==> src/mtpd_cfg.svh <==
`ifndef MTPD_CFG_SVH
`define MTPD_CFG_SVH

// register offsets
`define MTPD_ADDR_DETECT_CONFIG 8'h2b
`define MTPD_ADDR_INPUT_SELECT 8'h2d
`define MTPD_ADDR_BASELINE_RANGE 8'h2e

// pattern_detect_config fields
`define MTPD_CFG_ENABLE_BIT 7
`define MTPD_CFG_FRACTION_HI 3
`define MTPD_CFG_FRACTION_LO 2
`define MTPD_CFG_EXACT_BIT 1
`define MTPD_CFG_ALERT_BIT 0
`define MTPD_CFG_WRITE_MASK 8'h8f

// reset values
`define MTPD_DETECT_CONFIG_RESET 8'h00
`define MTPD_INPUT_SELECT_RESET 8'h3f
`define MTPD_BASELINE_RANGE_RESET 8'h00
`define MTPD_INPUT_SELECT_MASK 8'h3f

// geometry
`define MTPD_INPUTS 6
`define MTPD_DELTA_W 8
`define MTPD_THRESH_W 7

`endif

==> src/mtpd_pkg.sv <==
package mtpd_pkg;

   // pattern threshold as a fraction of the touch threshold
   typedef enum logic [1:0] {
      MTPD_FRAC_EIGHTH,
      MTPD_FRAC_QUARTER,
      MTPD_FRAC_THREE_EIGHTHS,
      MTPD_FRAC_FULL
   } mtpd_frac_e;

endpackage

==> src/mtpd_input_qualify.sv <==
`timescale 1ns/1ns
`default_nettype none
`include "mtpd_cfg.svh"

module mtpd_input_qualify (
   // setup
   input wire mtpd_pkg::mtpd_frac_e fraction,
   input wire logic useStandby,
   input wire logic enabled,
   // thresholds
   input wire logic [`MTPD_THRESH_W-1:0] inputThreshold,
   input wire logic [`MTPD_THRESH_W-1:0] standbyThreshold,
   // one sensing result
   input wire logic [`MTPD_DELTA_W-1:0] deltaCount,
   input wire logic noiseFlag,
   // verdict
   output logic qualifies
);

   logic [`MTPD_THRESH_W-1:0] baseThreshold;
   logic [`MTPD_THRESH_W-1:0] scaledThreshold;

   // standby inputs scale the shared standby threshold
   assign baseThreshold = useStandby ? standbyThreshold : inputThreshold;

   always_comb begin
      unique case (fraction)
         mtpd_pkg::MTPD_FRAC_EIGHTH: scaledThreshold = baseThreshold >> 3;
         mtpd_pkg::MTPD_FRAC_QUARTER: scaledThreshold = baseThreshold >> 2;
         mtpd_pkg::MTPD_FRAC_THREE_EIGHTHS: scaledThreshold = (baseThreshold >> 2) + (baseThreshold >> 3);
         mtpd_pkg::MTPD_FRAC_FULL: scaledThreshold = baseThreshold;
      endcase
   end

   // negative deltas never count as above threshold
   assign qualifies = enabled &&
      (noiseFlag || (!deltaCount[`MTPD_DELTA_W-1] && (deltaCount[`MTPD_DELTA_W-2:0] > scaledThreshold)));

endmodule // mtpd_input_qualify

`default_nettype wire

==> src/mtpd_pattern_detector.sv <==
// Operation
// - detector works only while config bit 7 is set; config resets to zero
// - pattern threshold is 12.5, 25, 37.5 or 100 percent of touch threshold
// - active inputs scale their own threshold, standby inputs the standby threshold
// - exact mode: every selected input above pattern threshold or noisy flags event
// - count mode: qualifying inputs at least number of selected bits flags event
// - condition judged on one sensing cycle only, nothing accumulated
// - pattern event blocks touch detection on all inputs and, with alert enable set, raises interrupt
// - blocking holds while condition persists and ends when it goes away
// - status flag held until host clears interrupt bit after condition ended
// - alert output asserted only if alert enable set; flag set regardless
// - six-bit input select register, bit n is input n+1, resets to all ones
// - read-only per-input baseline out-of-range bits, reset zero
// - any out-of-range bit sets the summary baseline flag
`timescale 1ns/1ns
`default_nettype none
`include "mtpd_cfg.svh"

module mtpd_pattern_detector (
   // clock and reset
   input wire logic clk,
   input wire logic rst_b,
   // register port
   input wire logic regWrite,
   input wire logic regRead,
   input wire logic [7:0] regAddr,
   input wire logic [7:0] regWdata,
   output logic [7:0] regRdata,
   // sensing results, valid with sensingDone
   input wire logic sensingDone,
   input wire logic [`MTPD_INPUTS*`MTPD_DELTA_W-1:0] deltaCount,
   input wire logic [`MTPD_INPUTS-1:0] noiseFlag,
   input wire logic [`MTPD_INPUTS-1:0] baseOutOfRange,
   // sensing setup from the rest of the controller
   input wire logic standbyMode,
   input wire logic [`MTPD_INPUTS-1:0] activeEnable,
   input wire logic [`MTPD_INPUTS-1:0] standbyEnable,
   input wire logic [`MTPD_INPUTS*`MTPD_THRESH_W-1:0] inputThreshold,
   input wire logic [`MTPD_THRESH_W-1:0] standbyThreshold,
   // host wrote zero to the interrupt bit
   input wire logic intBitClear,
   // results
   output logic touchBlock,
   output logic patternEventFlag,
   output logic alert_b,
   output logic baselineRangeSummary
);

   logic [7:0] patternDetectConfig;
   logic [7:0] patternInputSelect;
   logic [7:0] baselineOutOfRange;

   logic patternDetectorEnable;
   mtpd_pkg::mtpd_frac_e patternThresholdFraction;
   logic exactSetSelect;
   logic patternAlertEnable;
   logic [`MTPD_INPUTS-1:0] selectVec;
   logic [`MTPD_INPUTS-1:0] qualifyVec;
   logic hitNow;
   logic eventNow;
   logic clearNow;

   function automatic logic [2:0] countOnes(input logic [`MTPD_INPUTS-1:0] v);
      logic [2:0] n;
      n = 3'h0;
      for (int i = 0; i < `MTPD_INPUTS; i++) begin
         n = n + {2'h0, v[i]};
      end
      return n;
   endfunction

   assign patternDetectorEnable = patternDetectConfig[`MTPD_CFG_ENABLE_BIT];
   assign patternThresholdFraction =
      mtpd_pkg::mtpd_frac_e'(patternDetectConfig[`MTPD_CFG_FRACTION_HI:`MTPD_CFG_FRACTION_LO]);
   assign exactSetSelect = patternDetectConfig[`MTPD_CFG_EXACT_BIT];
   assign patternAlertEnable = patternDetectConfig[`MTPD_CFG_ALERT_BIT];
   assign selectVec = patternInputSelect[`MTPD_INPUTS-1:0];

   // register writes; reserved bits are dropped so they read back as zero
   always_ff @(posedge clk or negedge rst_b) begin
      if (!rst_b) begin
         patternDetectConfig <= `MTPD_DETECT_CONFIG_RESET;
      end else if (regWrite && regAddr == `MTPD_ADDR_DETECT_CONFIG) begin
         patternDetectConfig <= regWdata & `MTPD_CFG_WRITE_MASK;
      end
   end

   always_ff @(posedge clk or negedge rst_b) begin
      if (!rst_b) begin
         patternInputSelect <= `MTPD_INPUT_SELECT_RESET;
      end else if (regWrite && regAddr == `MTPD_ADDR_INPUT_SELECT) begin
         patternInputSelect <= regWdata & `MTPD_INPUT_SELECT_MASK;
      end
   end

   // register reads, one cycle after the strobe; unmapped offsets read zero
   always_ff @(posedge clk or negedge rst_b) begin
      if (!rst_b) begin
         regRdata <= 8'h00;
      end else if (regRead) begin
         unique case (regAddr)
            `MTPD_ADDR_DETECT_CONFIG: regRdata <= patternDetectConfig;
            `MTPD_ADDR_INPUT_SELECT: regRdata <= patternInputSelect;
            `MTPD_ADDR_BASELINE_RANGE: regRdata <= baselineOutOfRange;
            default: regRdata <= 8'h00;
         endcase
      end
   end

   // per-input qualification against the scaled threshold
   genvar g;
   generate
      for (g = 0; g < `MTPD_INPUTS; g++) begin : gQualify
         mtpd_input_qualify uQualify (
            .fraction(patternThresholdFraction),
            .useStandby(standbyMode && standbyEnable[g]),
            .enabled(standbyMode ? standbyEnable[g] : activeEnable[g]),
            .inputThreshold(inputThreshold[g*`MTPD_THRESH_W +: `MTPD_THRESH_W]),
            .standbyThreshold(standbyThreshold),
            .deltaCount(deltaCount[g*`MTPD_DELTA_W +: `MTPD_DELTA_W]),
            .noiseFlag(noiseFlag[g]),
            .qualifies(qualifyVec[g])
         );
      end
   endgenerate

   // an empty selection would match every cycle, so it never fires
   always_comb begin
      if (!patternDetectorEnable || selectVec == '0) begin
         hitNow = 1'b0;
      end else if (exactSetSelect) begin
         hitNow = (qualifyVec & selectVec) == selectVec;
      end else begin
         hitNow = countOnes(qualifyVec) >= countOnes(selectVec);
      end
   end

   // judged only on the current sensing result
   assign eventNow = sensingDone && hitNow;
   assign clearNow = intBitClear && !touchBlock && !eventNow;

   // blocking follows the condition of each sensing cycle
   always_ff @(posedge clk or negedge rst_b) begin
      if (!rst_b) begin
         touchBlock <= 1'b0;
      end else if (!patternDetectorEnable) begin
         touchBlock <= 1'b0;
      end else if (sensingDone) begin
         touchBlock <= hitNow;
      end
   end

   // a new event wins over a clear in the same cycle
   always_ff @(posedge clk or negedge rst_b) begin
      if (!rst_b) begin
         patternEventFlag <= 1'b0;
      end else if (eventNow) begin
         patternEventFlag <= 1'b1;
      end else if (clearNow) begin
         patternEventFlag <= 1'b0;
      end
   end

   always_ff @(posedge clk or negedge rst_b) begin
      if (!rst_b) begin
         alert_b <= 1'b1;
      end else if (eventNow && patternAlertEnable) begin
         alert_b <= 1'b0;
      end else if (clearNow) begin
         alert_b <= 1'b1;
      end
   end

   // baseline range status captured with each sensing result
   always_ff @(posedge clk or negedge rst_b) begin
      if (!rst_b) begin
         baselineOutOfRange <= `MTPD_BASELINE_RANGE_RESET;
      end else if (sensingDone) begin
         baselineOutOfRange <= {2'h0, baseOutOfRange};
      end
   end

   always_ff @(posedge clk or negedge rst_b) begin
      if (!rst_b) begin
         baselineRangeSummary <= 1'b0;
      end else if (sensingDone) begin
         baselineRangeSummary <= |baseOutOfRange;
      end
   end
endmodule // mtpd_pattern_detector

`default_nettype wire

==> config.mk <==
export PLATFORM = sky130hd
export DESIGN_NAME = mtpd_pattern_detector
export DESIGN_NICKNAME = d
export VERILOG_FILES = /design/src/mtpd_pkg.sv /design/src/mtpd_input_qualify.sv /design/src/mtpd_pattern_detector.sv
export VERILOG_INCLUDE_DIRS = /design/src /design/src/src
export SDC_FILE = /design/constraint.sdc
export NUM_CORES = 1
export LEC_CHECK = 0
export ABC_AREA = 1
export BUFFER_PORTS_ARGS = -buffer_cell sky130_fd_sc_hd__buf_2
export CAP_MARGIN = 15
export CELL_PAD_IN_SITES_DETAIL_PLACEMENT = 0
export CELL_PAD_IN_SITES_GLOBAL_PLACEMENT = 1
export CORE_MARGIN = 1.5
export CORE_UTILIZATION = 40
export DETAILED_ROUTE_END_ITERATION = 10
export PLACE_DENSITY = 0.95
export REMOVE_ABC_BUFFERS = 1
export SLEW_MARGIN = 25
export SYNTH_ARGS = -nofsm -noshare
export SYNTH_HDL_FRONTEND = slang
export SYNTH_HIERARCHICAL = 1
export SYNTH_SLANG_ARGS = --single-unit
==> constraint.sdc <==
create_clock -name clk -period 10.7 [get_ports clk]
set_clock_uncertainty 0.2 [all_clocks]
set_input_delay 0.535 -clock clk [delete_from_list [all_inputs] [get_ports clk]]
set_output_delay 0.535 -clock clk [all_outputs]
set_load 0.05 [all_outputs]
==> results of run 1 <==
[state kept, by name, summed over array words and instances (netlist names)]
name,flops
alert_b,1
touchBlock,1
regRdata,7
baselineRangeSummary,1
patternEventFlag,1
patternInputSelect,6
patternDetectConfig,5
baselineOutOfRange,6
[final cells by class]
type / instances / area, um^2
clock buffer: 4 / 88.84
fill: 1530 / 7154
inverter: 164 / 641.9
multi-input combinational: 723 / 4173
sequential: 28 / 709.4
tap: 180 / 225.2
timing repair buffer: 155 / 780.7
[routing by layer]
layer  global-route usage  vias up  part of all wire  wire length, um
li1                     -     3251                 -                -
met1               0.2740     2683              0.47             7133
met2               0.3732      129              0.47             7112
met3              0.01410       16             0.043              649
met4              0.02941        0             0.012              175
met5                    0        -                 0                0
[power breakdown]
part | internal, mW | switching (mW)
Clock | 0.0573 | 0.0352
Sequential | 0.114 | 0.00490
Combinational | 0.103 | 0.163
Total | 0.275 | 0.203
[through the flow]
| step | hold WS (ps) | area [um^2] | util | instances |
|---|---|---|---|---|
| 6_report | 79.90 | 6619 | 0.4806 | 1254 |
| 5_1_grt | 127.9 | 6619 | 0.4806 | 1254 |
| 4_1_cts | 105.5 | 6619 | 0.4806 | 1254 |
| 3_5_place_dp | 261.3 | 6530 | 0.4741 | 1250 |
| 3_3_place_gp | 258.0 | 6530 | 0.4741 | 1250 |
| 2_1_floorplan | 39.41 | 5524 | - | 915 |
[worst reg2reg max path, cell delays in order (launching register included)]
cell	delay, ps
dfrtp_1	380
buf_4	310
inv_1	180
nor2_4	170
a21oi_1	90
o211ai_1	80
o21ai_0	120
ha_1	320
nand2_1	80
nor2_1	40
a21oi_1	130
nand2_1	90
a21oi_1	210
inv_1	150
fa_1	490
fa_1	490
inv_1	40
ha_1	180
fa_1	360
ha_1	330
a21oi_1	150
nand4_1	110
nand2_1	70
inv_1	50
nand2_1	80
o31ai_1	70
[worst min path at each step]
| stage | slack [ps] | depth (start not counted) | startpoint | endpoint |
|---|---|---|---|---|
| 6_report | 80 | 1 | rst_b | baselineOutOfRange[2] |
| 3_3_place_gp | 260 | 2 | baselineOutOfRange[0] | baselineOutOfRange[0] |
| 2_1_floorplan | 40 | 0 | rst_b | baselineOutOfRange[0] |
| 5_1_grt | 130 | 1 | rst_b | baselineRangeSummary |
| 4_1_cts | 110 | 1 | rst_b | baselineRangeSummary |
| 3_5_place_dp | 260 | 2 | regRdata[0] | regRdata[0] |
[cells in the final DEF, fill, tap and decap left out, drive strengths merged]
cell	instances
o22ai	3
o21ai	64
o21a	3
nand2	341
clkinv	6
nor4	1
a21oi	59
o211ai	6
nand3	73
dfrtp	21
a211oi	3
nor2	66
ha	78
a21o	3
o31ai	2
nand4	4
buf	155
inv	158
clkbuf	4
fa	12
conb	1
nor3	4
dfstp	7
[logic make-up (layout without fill, tap and decap cells)]
logic type / count (synthesis) / in the layout
other: 1 / 1
and+or+nand+nor: 489 / 489
adders and majority gates: 90 / 90
DFF: 28 / 28
buffers and inverters: 174 / 323
AOI/OAI and AO/OA: 143 / 143
==> summary.txt, run 1 <==
Timing
  – Final slew viol count: 0
  – Final Hold Fails: 0
  – Slew Limit Headroom: 0.5951
  – Worst Tran Pin Value: 605.4 ps
  – RSZ-0062 raised after global routing: false
  – Final period util: 0.5748
  – Count of final setup violators: 0
  – Setup TNS: 0 ps
  – Fmax: 162.6 MHz
  – Final WS setup: 4550 ps
  – Clock period minus worst slack: 6150 ps

Synth
  – Distinct cells, synth: 38
  – Post-synthesis simple-gate area fraction: 0.3785
  – Ys flop type: dfrtp_1
  – Asr flop ratio synth: 1.000
  – Avg Inst Size Synth: 6.075 um^2
  – Count leader, synth: nand2_1
  – Mapped Cells: 925
  – Synth cell count leaders: nand2_1 (310), inv_1 (139), ha_1 (78)
  – Yosys top cell by area: nand2_1
  – Synth warn: 6
  – Mux share of post-synthesis cell area: 0
  – Largest family of logic cells by synthesized area: simple AND/OR/NAND/NOR gates
  – Cell Area, Synth: 0.005619 mm^2
  – Xor and xnor area share after synthesis: 0
  – Post-synthesis adder-cell area fraction: 0.2164
  – Post-synthesis sequential area ratio: 0.1263
  – Yosys top cell area share: 0.2071
  – FF+latch count, synth: 28
  – Most area-consuming cells after synthesis: nand2_1 (21%), ha_1 (17%), dfrtp_1 (9.4%), inv_1 (9.3%), nand3_1 (6.5%)
  – Number of synthesized flops with an enable pin: 0
  – Compound-Gate Fraction of Synth Area: 0.1470

Floorplan
  – DIE AREA: 0.01477 mm^2
  – Starting density of the core: 0.4080
  – Core Area: 0.01377 mm^2
  – Die X: 121.5 um
  – Die extent in y: 121.5 um
  – Number of core rows: 43
  – IO Count: 156

Power
  – PD cells: 72.17 mW/mm^2
  – Final Total Pwr: 0.4777 mW
  – Leakage Power: 3.904 nW
  – VDD IR-drop max: 82.51 uV

Worst setup path
  – Worst reg2reg startpoint: patternDetectConfig[2]
  – CP bufs+invs: 6
  – CP most frequent cell: nand2_1
  – Worst setup EP type: register
  – Crit path from: standbyMode
  – Crit. path cell count: 34
  – Largest delay share family, worst path: adder cells
  – WP data required: 10,650 ps
  – Reg2Reg Depth: 25
  – Slowest CP cell: fa_1
  – CP startpoint kind: primary input
  – Critical Path AT: 6100 ps
  – CP Class: primary input to register
  – Reg-to-reg slack, setup: 5620 ps
  – Critical Path End: touchBlock
  – CP max stage delay: 490 ps
  – CP max FO: 12
  – R2r endpoint: touchBlock

Placed design
  – Pre-CTS setup slack: 4182 ps
  – Final HPWL DP: 12,820 um
  – Buffers on Ports: 153
  – Placer congestion estimate: 0.9093

Clock tree
  – CTS Buf Count: 3
  – Gates resized, CTS repair: 0
  – H-tree depth: 1
  – Root Driver: clkbuf_16
  – CTS tree: built
  – TritonCTS Sinks: 28
  – Setup bufs post-CTS: 0
  – Reg clk slew, reported paths: 70 ps
  – Clock Latency Late Sink: 260 ps
  – Longest Clk Path Bufs: 2
  – Hold-fix buffers at CTS: 0

Route
  – WL final: 15,070 um
  – ANT nets after route: 0
  – DR iter-0 viols: 227
  – DR vias: 6,079
  – DRC viols: 0
  – Drt wl/cell: 12.02 um
  – TritonRoute pass-1 iters: 5
  – Vias per cell: 4.848

Job
  – Max Cap Viol: 0

Layout
  – Layout Nets: 1,309
  – Antenna Cells: 0
  – Layout cells sized above 1: 0.2244
  – Syn-to-layout area delta: 17.79%

Outcome
  – Status: complete, no violations

Global route
  – First-pass GRT wire length: 25,140 um
  – Vias in the first global route: 5,550
  – Overall routing resource usage: 0.2061
  – Antenna violations before repair: 0
  – Overflow after GRT: 0
  – Pin count of the biggest net entering global routing: 29

Min path
  – HP Class: primary input to async pin
Note: power is estimated with default switching activity, not from simulation.
==> run 2, diff against run 1 <==
CORE_UTILIZATION = 33   (was 40)
PLACE_DENSITY = 0.84   (was 0.95)
clock period = 5.5 ns   (was 10.7 ns; I/O delays follow)
==> run 2 against run 1 <==
Die area grew 21%. Sequential power up 97%. Worst hold slack got worse by 55 ps. Critical endpoint unchanged. Register-to-register slack got worse by 5100 ps. Flip-flop and latch count did not move. Non-clock buffer count increased by 52. Sequential share of layout area down 0.73 points. Highest routed layer is now met5. Clock-buffer cell count stayed put. Routed wire length rose by 8.4%. Final cell count up 7.3%. Worst setup slack got worse by 4200 ps.
==> summary.txt, run 2 (synthesis gave the netlist of run 1 again) <==
Outcome
  – Status: complete, no violations (unchanged)

Floorplan
  – IO Count: 156 (unchanged)
  – Starting density of the core: 0.3388 (was 0.4080)
  – Number of core rows: 47 (was 43)
  – DIE AREA: 0.01782 mm^2 (was 0.01477 mm^2)
  – Die X: 133.5 um (was 121.5 um)
  – Die extent in y: 133.5 um (was 121.5 um)
  – Core Area: 0.01658 mm^2 (was 0.01377 mm^2)

Power
  – Final Total Pwr: 0.9644 mW (was 0.4777 mW)
  – VDD IR-drop max: 98.82 uV (was 82.51 uV)
  – PD cells: 135.7 mW/mm^2 (was 72.17 mW/mm^2)
  – Leakage Power: 4.139 nW (was 3.904 nW)

Clock tree
  – TritonCTS Sinks: 28 (unchanged)
  – Reg clk slew, reported paths: 60 ps (was 70 ps)
  – CTS tree: built (unchanged)
  – Longest Clk Path Bufs: 2 (unchanged)
  – CTS Buf Count: 3 (unchanged)
  – Root Driver: clkbuf_16 (unchanged)
  – H-tree depth: 1 (unchanged)
  – Clock Latency Late Sink: 260 ps (about the same)

Layout
  – Layout cells sized above 1: 0.2771 (was 0.2244)
  – Post-Layout Cell Count: 1,346 (was 1,254)
  – Seq. cell area: 709.4 um^2 (unchanged)
  – Commonest non-fill, non-tap cells in the layout: nand2_1 (308), buf_2 (152), inv_1 (133) (was nand2_1 (310), buf_2 (153), inv_1 (139))
  – Syn-to-layout area delta: 26.45% (was 17.79%)
  – Area of the multi-input gates: 0.004218 mm^2 (was 0.004173 mm^2)
  – Cell area after layout: 0.007106 mm^2 (was 0.006619 mm^2)
  – Biggest regs: regRdata: 7 flops, baselineOutOfRange: 6 flops, patternInputSelect: 6 flops (unchanged)
  – Most common cell after layout, fill and taps aside: nand2_1 (unchanged)
  – Fill cells: 1,822 (was 1,530)
  – Max reg flops: 7 (unchanged)
  – Layout Nets: 1,361 (was 1,309)
  – Largest Register: regRdata (unchanged)
  – Antenna Cells: 0 (unchanged)

Route
  – DRC viols: 0 (unchanged)
  – Vias per cell: 4.564 (was 4.848)
  – DR vias: 6,143 (was 6,079)
  – ANT nets after route: 0 (unchanged)
  – DR iter-0 viols: 235 (was 227)
  – Drt wl/cell: 12.14 um (was 12.02 um)
  – WL final: 16,340 um (was 15,070 um)
  – TritonRoute pass-1 iters: 5 (unchanged)

Placed design
  – Placed Instances: 1,340 (was 1,250)
  – Final HPWL DP: 14,140 um (was 12,820 um)
  – Buffers on Ports: 153 (unchanged)
  – Pre-CTS setup slack: -218.3 ps (was 4182 ps)
  – Dpl cell area: 0.006955 mm^2 (was 0.006530 mm^2)
  – Placer congestion estimate: 0.8536 (was 0.9093)

Worst setup path
  – CP startpoint kind: primary input (unchanged)
  – WP data required: 5440 ps (was 10,650 ps)
  – CP most frequent cell: nand2_1 (unchanged)
  – CP max stage delay: 500 ps (was 490 ps)
  – Worst setup EP type: register (unchanged)
  – Critical Path AT: 5060 ps (was 6100 ps)
  – Slowest CP cell: fa_1 (unchanged)
  – CP max FO: 6 (was 12)
  – CP Class: primary input to register (unchanged)

Min path
  – HP Class: primary input to register (was primary input to async pin)

Timing
  – Setup TNS: 0 ps (unchanged)
  – Clock period minus worst slack: 5118 ps
  – Final slew viol count: 0 (unchanged)
  – Final WS setup: 382.0 ps (was 4550 ps)
  – Final Hold Fails: 0 (unchanged)
  – Count of final setup violators: 0 (unchanged)
  – Slew Limit Headroom: 0.5391 (was 0.5951)
  – Final period util: 0.9305
  – Fmax: 195.4 MHz
  – Worst Tran Pin Value: 691.4 ps (was 605.4 ps)

Global route
  – Antenna violations before repair: 2 (was 0)
  – Vias in the first global route: 5,878 (was 5,550)
  – Overall routing resource usage: 0.1857 (was 0.2061)
  – Pin count of the biggest net entering global routing: 29 (unchanged)
  – First-pass GRT wire length: 27,270 um (was 25,140 um)
  – Overflow after GRT: 0 (unchanged)

Job
  – Max Cap Viol: 0 (unchanged)
## run 2: changes by cell type in the layout (fill, tap and decap cells not counted), sizes merged
cell	delta
dlygate4sd3	+1
buf	+51
## run 2: where the power goes
| group | switching [mW] | internal (mW) |
|---|---|---|
| combinational | 0.328 | 0.239 |
| clock | 0.0649 | 0.0992 |
| sequential | 0.0125 | 0.221 |
## run 2: timing repair
item                                   in CTS  in global routing
resized for setup                           0                 25
hold buffers                                1                  0
endpoints found under the hold margin      21                  0
setup endpoints to repair                   0                  3
buffers inserted                            0                  1
## run 2: path summary, 6_finish.rpt
kind | start | endpoint | slack (ps) | cells after the start
max reg2reg | patternDetectConfig[3] | touchBlock | 500 | 24
max in group asynchronous | rst_b | patternDetectConfig[7] | 4320 | 2
min | regWdata[7] | patternDetectConfig[7] | 20 | 3
min reg2reg | regRdata[0] | regRdata[0] | 270 | 2
min in group asynchronous | rst_b | baselineOutOfRange[5] | 370 | 2
max | standbyMode | touchBlock | 380 | 31
## run 2: cell type report
class                   count  area share
inverters                 164     0.09069
flip-flops and latches     28     0.09984
well taps                 220     0.03874
repair buffers            207      0.1661
clock buffers               4     0.01109
multi-input cells         723      0.5936
## run 2: critical path: cells and delay by family
| kind | cells | cell delay, ps |
|---|---|---|
| buffers and inverters | 7 | 590 |
| and+or+nand+nor | 11 | 890 |
| AOI/OAI and AO/OA | 6 | 850 |
| adders and majority gates | 7 | 2430 |
## run 2: per-stage QoR
stage / hold slack (ps) / utilization
after CTS: 22.12 / 0.4248
after global routing: 43.47 / 0.4285
after floorplan: -220.6 / -
after global placement: 121.2 / 0.4194
final: 24.43 / 0.4285
after detailed placement: 131.5 / 0.4194
## run 2: routing by layer
layer | vias up | global-route usage | part of all wire
met4 | 2 | 0.01812 | 0.0043
met2 | 136 | 0.3336 | 0.48
met1 | 2644 | 0.2513 | 0.47
met3 | 10 | 0.01446 | 0.041
met5 | - | 0 | 0.00061
li1 | 3351 | - | -
